===== config.mk =====
export PLATFORM = sky130hd
export DESIGN_NAME = lbg_top
export DESIGN_NICKNAME = d
export VERILOG_FILES = /design/src/inc/lbg_pkg.sv /design/src/inc/lbg_div_if.sv /design/src/logic/lbg_div.sv /design/src/logic/lbg_top.sv
export SDC_FILE = /design/constraint.sdc
export NUM_CORES = 2
export LEC_CHECK = 0
export BUFFER_PORTS_ARGS = -buffer_cell sky130_fd_sc_hd__buf_2
export CAP_MARGIN = 20
export CORE_UTILIZATION = 60
export DETAILED_ROUTE_END_ITERATION = 6
export HOLD_SLACK_MARGIN = 0.06
export PLACE_DENSITY = 0.79
export SYNTH_ARGS = -nofsm -noshare
export SYNTH_HDL_FRONTEND = slang
export SYNTH_SLANG_ARGS = --single-unit

===== constraint.sdc =====
create_clock -name clk_i -period 20.8 [get_ports clk_i]
set_clock_uncertainty 0.05 [all_clocks]
set_input_delay 2.08 -clock clk_i [delete_from_list [all_inputs] [get_ports clk_i]]
set_output_delay 2.08 -clock clk_i [all_outputs]
set_load 0.05 [all_outputs]

===== src/inc/lbg_pkg.sv =====
`default_nettype none
package lbg_pkg;
  // ----------------------------------------
  // Operating modes, trigger sources, units
  // ----------------------------------------
  typedef enum logic [1:0] {
    LBG_CW     = 2'b00,
    LBG_PULSED = 2'b01,
    LBG_BURST  = 2'b10
  } lbg_mode_t;

  typedef enum logic [1:0] {
    LBG_SRC_INT  = 2'b00,
    LBG_SRC_RISE = 2'b01,
    LBG_SRC_FALL = 2'b10
  } lbg_src_t;

  typedef enum logic [1:0] {
    LBG_UNIT_MHZ = 2'b00,
    LBG_UNIT_KHZ = 2'b01,
    LBG_UNIT_HZ  = 2'b10
  } lbg_unit_t;

  // ----------------------------------------
  // Widths and scale factors
  // ----------------------------------------
  localparam int LBG_NW = 64;                           // Divider numerator width
  localparam int LBG_DW = 40;                           // Divider denominator width
  localparam logic [63:0] LBG_CLK_HZ    = 64'h0000_0000_0EE6_B280; // 250 MHz
  localparam logic [39:0] LBG_MULT_MHZ  = 40'h00_000F_4240;
  localparam logic [39:0] LBG_MULT_KHZ  = 40'h00_0000_03E8;
  localparam logic [39:0] LBG_MULT_HZ   = 40'h00_0000_0001;
  localparam logic [63:0] LBG_NS_PER_S  = 64'h0000_0000_3B9A_CA00;
  localparam logic [63:0] LBG_DUTY_FULL = 64'h0000_0000_0000_2710; // 100.00 %

  // ----------------------------------------
  // Threshold range in millivolts, burst reset values
  // ----------------------------------------
  localparam logic signed [11:0] LBG_THR_MAX = 12'sh3E8;  // +1.000 V
  localparam logic signed [11:0] LBG_THR_MIN = 12'shC18;  // -1.000 V
  localparam logic [31:0] LBG_PER_RST = 32'h0000_0002;
  localparam logic [31:0] LBG_LEN_RST = 32'h0000_0001;
endpackage
`default_nettype wire


===== src/inc/lbg_div_if.sv =====
`timescale 1ns/1ps
`default_nettype none
// Request and answer of the shared sequential divider
interface lbg_div_if;
  import lbg_pkg::*;
  logic              start;
  logic [LBG_NW-1:0] num;
  logic [LBG_DW-1:0] den;
  logic              done;
  logic [LBG_NW-1:0] quo;
  modport cli (output start, num, den, input done, quo);
  modport srv (input start, num, den, output done, quo);
endinterface // lbg_div_if
`default_nettype wire


===== src/logic/lbg_div.sv =====
`timescale 1ns/1ps
`default_nettype none
// Restoring divider, one quotient bit per cycle; zero divisor gives all ones
module lbg_div
  import lbg_pkg::*;
(
  // Clock and reset
  input  wire logic clk_i,
  input  wire logic reset_i,
  // Request and answer
  lbg_div_if.srv    d
);
  logic [LBG_DW:0]   rem_r;
  logic [LBG_NW-1:0] q_r;
  logic [6:0]        cnt_r;
  logic              busy_r;
  logic              done_r;
  logic [LBG_DW:0]   trial;

  // Next partial remainder
  assign trial = {rem_r[LBG_DW-1:0], q_r[LBG_NW-1]};

  // ----------------------------------------
  // Iteration
  // ----------------------------------------
  always_ff @(posedge clk_i) begin
    if (reset_i) begin
      rem_r  <= '0;
      q_r    <= '0;
      cnt_r  <= '0;
      busy_r <= 1'b0;
      done_r <= 1'b0;
    end else begin
      done_r <= 1'b0;
      if (d.start && !busy_r) begin
        rem_r  <= '0;
        q_r    <= d.num;
        cnt_r  <= 7'(LBG_NW);
        busy_r <= 1'b1;
      end else if (busy_r) begin
        if (trial >= {1'b0, d.den}) begin
          rem_r <= trial - {1'b0, d.den};
          q_r   <= {q_r[LBG_NW-2:0], 1'b1};
        end else begin
          rem_r <= trial;
          q_r   <= {q_r[LBG_NW-2:0], 1'b0};
        end
        cnt_r <= cnt_r - 7'h01;
        if (cnt_r == 7'h01) begin
          busy_r <= 1'b0;
          done_r <= 1'b1;
        end
      end
    end
  end

  assign d.done = done_r;
  assign d.quo  = q_r;
endmodule // lbg_div
`default_nettype wire


===== src/logic/lbg_top.sv =====
`timescale 1ns/1ps
`default_nettype none
// Summary of operation
// Continuous-wave mode uses gating only and ignores trigger source and rate.
// Pulsed mode triggers from the internal oscillator or a rising or falling external edge.
// The internal oscillator runs at a rate given as a value in MHz, kHz or Hz.
// The external edge is found against a threshold held between -1 V and +1 V.
// Fast and slow gates are enabled independently and may both be active.
// The fast gate termination is selectable between 10 kilohm and 50 ohm.
// Burst mode uses the internal source only and selects it by itself.
// Bursts start a programmed number of trigger pulses apart.
// Each burst emits exactly its length in pulses and then stays silent to period end.
// Burst settings apply only when period exceeds length, else the old ones stay.
// Duty cycle, burst duration, burst rate and period duration are recomputed on change.
// A blocking enabled gate suppresses output while trigger and burst counting go on.
module lbg_top
  import lbg_pkg::*;
(
  // Clock and reset
  input  wire logic               clk_i,
  input  wire logic               reset_i,
  // Mode and trigger settings
  input  wire logic [1:0]         mode_i,
  input  wire logic [1:0]         trig_src_i,
  input  wire logic [15:0]        rate_val_i,
  input  wire logic [1:0]         rate_unit_i,
  input  wire logic signed [11:0] thr_mv_i,
  // Gate settings and inputs (input high = pass)
  input  wire logic               fg_en_i,
  input  wire logic               sg_en_i,
  input  wire logic               fg_term50_i,
  input  wire logic               fg_i,
  input  wire logic               sg_i,
  // External trigger comparator result
  input  wire logic               ext_cmp_i,
  // Burst settings
  input  wire logic [31:0]        burst_per_i,
  input  wire logic [31:0]        burst_len_i,
  // Laser head side
  output logic                    laser_pulse_o,
  output logic                    laser_cw_o,
  output logic signed [11:0]      thr_mv_o,
  output logic                    fg_term50_o,
  // Status
  output logic [1:0]              src_o,
  output logic                    cfg_err_o,
  output logic                    calc_busy_o,
  output logic [31:0]             duty_o,
  output logic [31:0]             bdur_ns_o,
  output logic [31:0]             bfreq_hz_o,
  output logic [31:0]             pdur_ns_o
);
  typedef enum logic [2:0] {
    S_IDLE = 3'b000,
    S_OSC  = 3'b001,
    S_DUTY = 3'b010,
    S_BDUR = 3'b011,
    S_BFRQ = 3'b100,
    S_PDUR = 3'b101
  } lbg_seq_t;

  // Saturate a quotient into a 32-bit result
  function automatic logic [31:0] sat32(input logic [63:0] v);
    sat32 = (v[63:32] != 32'h0) ? 32'hFFFF_FFFF : v[31:0];
  endfunction

  lbg_div_if div ();
  lbg_div u_div (.clk_i(clk_i), .reset_i(reset_i), .d(div));

  // ----------------------------------------
  // Settings capture
  // ----------------------------------------
  logic [39:0] mult;
  logic [39:0] rate_hz_r;
  logic [31:0] per_r;
  logic [31:0] len_r;
  logic        cfg_ok;
  logic [1:0]  eff_src;

  // Unit scaling of the rate value
  always_comb begin
    case (rate_unit_i)
      LBG_UNIT_MHZ: mult = LBG_MULT_MHZ;
      LBG_UNIT_KHZ: mult = LBG_MULT_KHZ;
      default:      mult = LBG_MULT_HZ;
    endcase
  end

  assign cfg_ok  = burst_per_i > burst_len_i;
  // Burst forces the internal source
  assign eff_src = (mode_i == LBG_BURST) ? LBG_SRC_INT : trig_src_i;

  // Rate register feeds both oscillator and calculations
  always_ff @(posedge clk_i) begin
    if (reset_i) begin
      rate_hz_r <= '0;
    end else begin
      rate_hz_r <= 40'(rate_val_i) * mult;
    end
  end

  // Burst configuration held until a valid pair arrives
  always_ff @(posedge clk_i) begin
    if (reset_i) begin
      per_r     <= LBG_PER_RST;
      len_r     <= LBG_LEN_RST;
      cfg_err_o <= 1'b0;
    end else begin
      cfg_err_o <= !cfg_ok;
      if (cfg_ok) begin
        per_r <= burst_per_i;
        len_r <= burst_len_i;
      end
    end
  end

  // Threshold clamp and termination select
  always_ff @(posedge clk_i) begin
    if (reset_i) begin
      thr_mv_o    <= '0;
      fg_term50_o <= 1'b0;
      src_o       <= LBG_SRC_INT;
    end else begin
      if (thr_mv_i > LBG_THR_MAX) thr_mv_o <= LBG_THR_MAX;
      else if (thr_mv_i < LBG_THR_MIN) thr_mv_o <= LBG_THR_MIN;
      else thr_mv_o <= thr_mv_i;
      fg_term50_o <= fg_term50_i;
      src_o       <= eff_src;
    end
  end

  // ----------------------------------------
  // Trigger generation
  // ----------------------------------------
  logic [31:0] osc_per_r;
  logic [31:0] osc_cnt_r;
  logic        cmp_q_r;
  logic        tick;
  logic        trig;

  // A zero period means a zero rate or none computed yet; oscillator stays quiet
  assign tick = (osc_per_r != 32'h0) && (osc_cnt_r >= osc_per_r - 32'h1);

  always_ff @(posedge clk_i) begin
    if (reset_i) begin
      osc_cnt_r <= '0;
    end else if (tick) begin
      osc_cnt_r <= '0;
    end else begin
      osc_cnt_r <= osc_cnt_r + 32'h1;
    end
  end

  // Comparator history for edge detection
  always_ff @(posedge clk_i) begin
    if (reset_i) begin
      cmp_q_r <= 1'b0;
    end else begin
      cmp_q_r <= ext_cmp_i;
    end
  end

  // Source select
  always_comb begin
    case (eff_src)
      LBG_SRC_RISE: trig = ext_cmp_i && !cmp_q_r;
      LBG_SRC_FALL: trig = !ext_cmp_i && cmp_q_r;
      default:      trig = tick;
    endcase
  end

  // ----------------------------------------
  // Burst counting and output
  // ----------------------------------------
  logic [31:0] bpos_r;
  logic        gate_ok;
  logic        in_burst;
  logic        pulse_nxt;

  assign gate_ok  = (!fg_en_i || fg_i) && (!sg_en_i || sg_i);
  assign in_burst = bpos_r < len_r;

  // Position within period, counted in triggers regardless of gates
  always_ff @(posedge clk_i) begin
    if (reset_i || mode_i != LBG_BURST) begin
      bpos_r <= '0;
    end else if (trig) begin
      if (bpos_r >= per_r - 32'h1) bpos_r <= '0;
      else bpos_r <= bpos_r + 32'h1;
    end
  end

  always_comb begin
    pulse_nxt = 1'b0;
    if (mode_i == LBG_PULSED) pulse_nxt = trig && gate_ok;
    else if (mode_i == LBG_BURST) pulse_nxt = trig && gate_ok && in_burst;
  end

  // CW mode: gates alone drive emission
  always_ff @(posedge clk_i) begin
    if (reset_i) begin
      laser_pulse_o <= 1'b0;
      laser_cw_o    <= 1'b0;
    end else begin
      laser_pulse_o <= pulse_nxt;
      laser_cw_o    <= (mode_i == LBG_CW) && gate_ok;
    end
  end

  // ----------------------------------------
  // Derived figures
  // ----------------------------------------
  lbg_seq_t    seq_r;
  logic        wait_r;
  logic        start_r;
  logic [39:0] c_rate_r;
  logic [31:0] c_per_r;
  logic [31:0] c_len_r;
  logic        chg;

  assign chg = (rate_hz_r != c_rate_r) || (per_r != c_per_r) || (len_r != c_len_r);

  // Operands per step
  always_comb begin
    div.num = LBG_CLK_HZ;
    div.den = c_rate_r;
    case (seq_r)
      S_DUTY: begin
        div.num = 64'(c_len_r) * LBG_DUTY_FULL;
        div.den = 40'(c_per_r);
      end
      S_BDUR: div.num = 64'(c_len_r) * LBG_NS_PER_S;
      S_BFRQ: begin
        div.num = 64'(c_rate_r);
        div.den = 40'(c_per_r);
      end
      S_PDUR: div.num = 64'(c_per_r) * LBG_NS_PER_S;
      default: ;
    endcase
  end
  assign div.start = start_r;

  // Sequencer; a change during a pass is caught by the next one
  always_ff @(posedge clk_i) begin
    if (reset_i) begin
      seq_r <= S_IDLE;
      wait_r <= 1'b0;
      start_r <= 1'b0;
      c_rate_r <= '0;
      c_per_r <= '0;
      c_len_r <= '0;
      osc_per_r <= '0;
      duty_o <= '0;
      bdur_ns_o <= '0;
      bfreq_hz_o <= '0;
      pdur_ns_o <= '0;
    end else begin
      start_r <= 1'b0;
      case (seq_r)
        S_IDLE: begin
          if (chg) begin
            c_rate_r <= rate_hz_r;
            c_per_r  <= per_r;
            c_len_r  <= len_r;
            seq_r    <= S_OSC;
          end
        end
        default: begin
          if (!wait_r) begin
            wait_r  <= 1'b1;
            start_r <= 1'b1;
          end else if (div.done) begin
            wait_r <= 1'b0;
            case (seq_r)
              S_OSC: begin
                // Rates above the clock floor to one tick per cycle
                osc_per_r <= (c_rate_r == '0) ? 32'h0 :
                             (div.quo == '0) ? 32'h1 : sat32(div.quo);
                seq_r <= S_DUTY;
              end
              S_DUTY: begin
                duty_o <= sat32(div.quo);
                seq_r <= S_BDUR;
              end
              S_BDUR: begin
                bdur_ns_o <= sat32(div.quo);
                seq_r <= S_BFRQ;
              end
              S_BFRQ: begin
                bfreq_hz_o <= sat32(div.quo);
                seq_r <= S_PDUR;
              end
              default: begin
                pdur_ns_o <= sat32(div.quo);
                seq_r <= S_IDLE;
              end
            endcase
          end
        end
      endcase
    end
  end

  always_ff @(posedge clk_i) begin
    if (reset_i) calc_busy_o <= 1'b0;
    else calc_busy_o <= (seq_r != S_IDLE) || chg;
  end
endmodule // lbg_top
`default_nettype wire


# After elaboration in Yosys (flattened, before gate mapping)
# Index checks and enable logic that the tools add are counted.
[word_totals]
in_bits = 106
ff_bits = 570
elab_cells = 145
[classes]
n_reduce_logical = 46
multipliers = 4
n_bitwise = 3
n_addsub = 6
n_eq_ne = 16
muxes = 31
order_cmp = 7
[ops]
columns = ["operator", "n"]
rows = [
  ["$pmux 62 s4", 1],
  ["$mux 32", 4],
  ["$mux 64", 2],
  ["$mul 32x21->53 const B", 2],
  ["$mux 40", 2],
  ["$add 32x1->32 const B", 2],
  ["$ge 32x32->1", 2],
  ["$logic_not 64->1", 1],
  ["$ne 32x32->1", 2],
  ["$reduce_bool 32->1", 2],
  ["$sub 32x1->32 const B", 2],
  ["$mul 32x10->42 const B", 1],
  ["$ge 41x40->1", 1],
  ["$logic_not 40->1", 1],
  ["$mul 16x40->40", 1],
  ["$ne 40x40->1", 1],
  ["$pmux 20 s2", 1],
  ["$sub 40x40->40", 1],
  ["$gt 32x32->1", 1],
  ["$lt 32x32->1", 1],
  ["$reduce_and 4->1", 5],
  ["$mux 7", 2],
  ["$gt 12x11->1 const B", 1],
  ["$lt 12x11->1 const B", 1],
  ["28 further kinds", 73],
]

# Depth between registers and ports, before layout
[depth]
depth_word = 8
ltp_mapped = 26
ltp_nobuf = 24

# By module
# From an unflattened synthesis, not the netlist that was laid out.
[hier_totals]
hier_cells = 7653
area_unflattened_um2 = 68136.6
[modules_own_cells]
columns = ["mod", "seq_area_each_um2", "instances", "cells_each", "area_each_um2"]
rows = [
  ["lbg_top", 9108.7, 1, 6707, 60908.4],
  ["lbg_div", 2262.2, 1, 946, 7228.2],
]

# Worst setup path after synthesis
# No wires, ideal clock.
[synth_timing]
kind = "input to register"
from = "input port rate_unit_i[1]"
to = "register rate_hz_r[37]"
path_stages = 24
t_required_ps = 20672
setup_time_ps = 78
slack_ps = 12849
t_arrival_ps = 7823
cell_sequence = "clkbuf_1 nor2b_1 nand2_1 inv_1 fa_1 inv_1 fa_1 fa_1 fa_1 fa_1 inv_1 fa_1 ha_1 clkbuf_1 inv_1 o21bai_1 a21o_1 o21ai_0 and3_1 a311o_1 o21ai_0 a21bo_2 a41oi_1 nor3_1"
[synth_between]
elab_chain_cells = 3
word_cells_on_any_way = 4
[synth_lines]
columns = ["item", "line_no", "text"]
rows = [
  ["start: declaration", "lbg_top.sv:26", "input wire logic [1:0] rate_unit_i,"],
  ["$eq 2x1->1 or $logic_not 2->1 (tied branches)", "lbg_top.sv:82", "case (rate_unit_i)"],
  ["$pmux 20 s2 *", "lbg_top.sv:82", ""],
  ["$mul 16x40->40 *", "lbg_top.sv:98", "rate_hz_r <= 40'(rate_val_i) * mult;"],
  ["end signal: assignment", "lbg_top.sv:98", ""],
  ["end: declaration", "lbg_top.sv:74", "logic [39:0] rate_hz_r;"],
]
# Mark *: on every way between the ends. The rest lies on a longest branch, timed or not.
# A chain may end at the register's enable or synchronous reset.

# Worst setup path after layout
[layout_timing]
from = "input port rate_unit_i[1]"
to = "register rate_hz_r[38]"
# Same word-level chain as after synthesis.

==> impl_metrics.csv <==
group,metric,value,unit
run_status,status,"complete, no violations",
sta,max_freq,122,MHz
floorplanning,row_count,123,
synthesis,ys_seq_area_frac,0.167,
synthesis,postSynthCellCount,7688,
sta,fin_setup_tns,0,ns
sta,fin_crit,8.17,ns
setup_path,cp_max_fo,30,
setup_path,cp.required,21.32,ns
global_route,grt_max_degree,104,
finish,design_area,73000,µm²
floorplanning,coreArea,112000,µm²
floorplanning,die_x,339,µm
synthesis,synth.distinct_cells,82,
routing,wl_per_cell,22.1,µm
cts,cts.sinks,568,
floorplanning,num_io_pins,253,
setup_path,path_cells,"buf_2 -> nor2b_1 -> and2_1 -> fa_1 -> fa_1 -> ha_1 -> inv_1 -> fa_1 -> inv_1 -> fa_1 -> fa_1 -> ha_1 -> a21oi_1 -> o21ai_0 -> a211oi_1 -> a2111oi_0 -> o31ai_1 -> a21oi_1 -> a31oi_1 -> nor2b_1 -> nor4_1 -> a2111oi_0",
finish,layout.nets,9719,
setup_path,critPathKind,"input port to register",
cts,tritoncts,"done",
sta,worstMarginPinSlew,1.14,ns
floorplanning,initial_core_util,0.605,
synthesis,ys_ff_latch,568,
floorplanning,die_area,115000,µm²
synthesis,yosysTopAreaCellShare,0.235,
synthesis,yosysWarnings,0,
global_route,grt_pass1_wl,321,mm
placed_design,port_buffers,252,
placed_design,dp_hpwl,170,mm
floorplanning,die_h,339,µm
cts,htreeDepth,2,
setup_path,startpoint_type,"input port",
synthesis,synth_top_cells_by_area,"fa_1, ha_1, dfxtp_1",
sta,finalMaxSlewViolations,0,
routing,dr.pass1.iters,7,
synthesis,yosysTopAreaCell,"fa_1",
sta,setup_ws,12.63,ns
synthesis,netlist_area,68100,µm²
cts,clk_pin_slew,0.06,ns
synthesis,syn_nets,9584,
placed_design,dp_worst_setup_slack,12.03,ns
routing,post_drt_via_cell_ratio,5.92,
cts,clk_latency,0.69,ns
power_and_ir_drop,p_leak,37.4,nW
routing,routed_wl,208,mm
run,drv_cap,0,
routing,drt_iter0_markers,4713,
worst_hold_path,hold_class,"register to register",
sta,hold_violations,0,
routing,drtAntennaViolNets,0,
cts,postCtsSetupBuffers,0,
sta,fin_crit_sh,0.393,
global_route,grt_pass1_vias,56100,
cts,clk_path_buf_depth,3,
cts,cts_root_buffer,"clkbuf_16",
cts,ctsResizeCount,0,
synthesis,ys_async_sr_fraction,0,
power_and_ir_drop,power_density,79.9,nW/µm²
finish,fin_cells,9373,
sta,setup-violations-final,0,
placed_design,placedCellCount,9259,
setup_path,cpPeakStageDelay,0.72,ns
setup_path,critPathMostFrequentCell,"fa_1",
global_route,antenna_found_initial,5,
setup_path,slowest_stage,"a2111oi_0",
sta,max_slew_margin,0.242,
power_and_ir_drop,finalPower,0.00583,W
cts,cts_hold_buf,0,
setup_path,cp-end-kind,"register",
finish,syn2layout_area_growth,7.26,%
sta,rsz0062_at_grt,"no",
setup_path,arrival,8.69,ns
placed_design,dpl_cell_area,70900,µm²
finish,drive_gt1_frac,0.0600,
placed_design,place_congestion,1.04,
synthesis,synth_edf_count,0,
global_route,grt_usage,0.361,
power_and_ir_drop,ir_worst_vdd,0.0998,mV
global_route,overflow,0,
routing,post-route-drc-count,0,
cts,cts_buffers,60,
synthesis,synth_ff_type,"dfxtp_1",
synthesis,synth.avg_cell_area,8.86,µm²
routing,vias,55500,
[per-stage QoR]
stage	hold slack, ns	utilization
after CTS	0.430	0.649
after detailed placement	0.423	0.630
after floorplan	0.391	-
after global routing	0.458	0.649
final	0.432	0.649
after global placement	0.414	0.630
[placed cells by master (no fill, tap or decap), types with 50 or more instances in the layout]
master,synthesis,final
a211oi_1,164,164
a21o_1,168,168
a21oi_1,445,444
and2_1,57,57
buf_2,1,251
buf_4,0,67
clkbuf_16,0,60
dfxtp_1,568,565
fa_1,800,800
ha_1,990,990
inv_1,1548,1548
mux2i_1,205,205
nand2_1,250,250
nand3_1,80,80
nand4_1,79,79
nor2_1,742,736
nor2b_1,51,51
nor3_1,80,79
nor3b_1,51,50
nor4_1,66,66
o21ai_0,185,185
xnor2_1,217,217
xor2_1,170,170
[critical path: cells and delay by family]
kind,cells,cell delay [ns]
buf+inv,3,0.36
fa+ha+maj,7,3.06
simple gates,4,1.02
compound gates,8,2.15
[where the power goes]
group,switching [W],internal (W)
logic,0.00217,0.00123
registers,0.000113,0.00115
clock network,0.000508,0.000653
total,0.00279,0.00304
[final cells by class]
type                            count  area, µm²
Multi-Input combinational cell   5324      50000
Fill cell                        9260      39500
Sequential cell                   568      11400
Inverter                         1548       5810
Tap cell                         1500       1880
Timing Repair Buffer              321       1820
Clock buffer                       78       1690
Clock inverter                     33        424
Antenna cell                        1       2.50
[path summary, 6_finish.rpt]
path | from | to | slack, ns | cells past startpoint
worst max register to register | c_len_r[4] | u_div.d.quo[61] | 12.69 | 23
worst max-delay path | rate_unit_i[1] | rate_hz_r[38] | 12.63 | 22
worst min register to register | osc_cnt_r[0] | osc_cnt_r[0] | 0.43 | 1
worst min-delay path | osc_cnt_r[0] | osc_cnt_r[0] | 0.43 | 1
[per-layer routing]
layer	global-route usage	up-vias	wire, µm	part of all wire
met1	0.459	27000	81200	0.39
met3	0.0653	616	18500	0.089
met4	0.200	2	13600	0.066
li1	-	25500	-	-
met2	0.580	2426	94200	0.45
met5	0	-	13	0.000063
[flip-flops by register name, summed over array words and instances (netlist names), 2 cells and up, named ones only]
signal / flops
u_div.d.quo: 64
u_div.rem_r: 40
c_rate_r: 39
rate_hz_r: 39
bdur_ns_o: 32
bfreq_hz_o: 32
bpos_r: 32
c_len_r: 32
c_per_r: 32
duty_o: 32
len_r: 32
osc_cnt_r: 32
osc_per_r: 32
pdur_ns_o: 32
per_r: 32
thr_mv_o: 12
u_div.cnt_r: 7
seq_r: 2
src_o: 2
[synth_stat cells (28+ instances only)]
cell type / n
clkbuf_1: 224
ha_1: 990
xor2_1: 170
a31oi_1: 43
and3_1: 42
nor3b_1: 51
nand4_1: 79
dfxtp_1: 568
nor2_1: 742
nor2b_1: 51
a21oi_1: 445
nand2b_1: 50
o21a_1: 30
xnor2_1: 217
a211oi_1: 164
fa_1: 800
o21ai_0: 185
o21bai_1: 28
nand2_1: 250
mux2i_1: 205
o22ai_1: 30
nor3_1: 80
nor4_1: 66
inv_1: 1548
a21o_1: 168
nand3_1: 80
and2_1: 57
[kinds of logic after synthesis]
group | after synthesis | share of synthesized area
adder cells (fa/ha/maj) | 1790 | 0.417
XOR/XNOR | 387 | 0.0498
multiplexers | 208 | 0.0306
flip-flops | 568 | 0.167
buffers and inverters | 1796 | 0.0993
AND/OR/NAND/NOR | 1638 | 0.114
AO/OA/AOI/OAI | 1301 | 0.122
No activity file was read; power rests on OpenSTA's default activity.
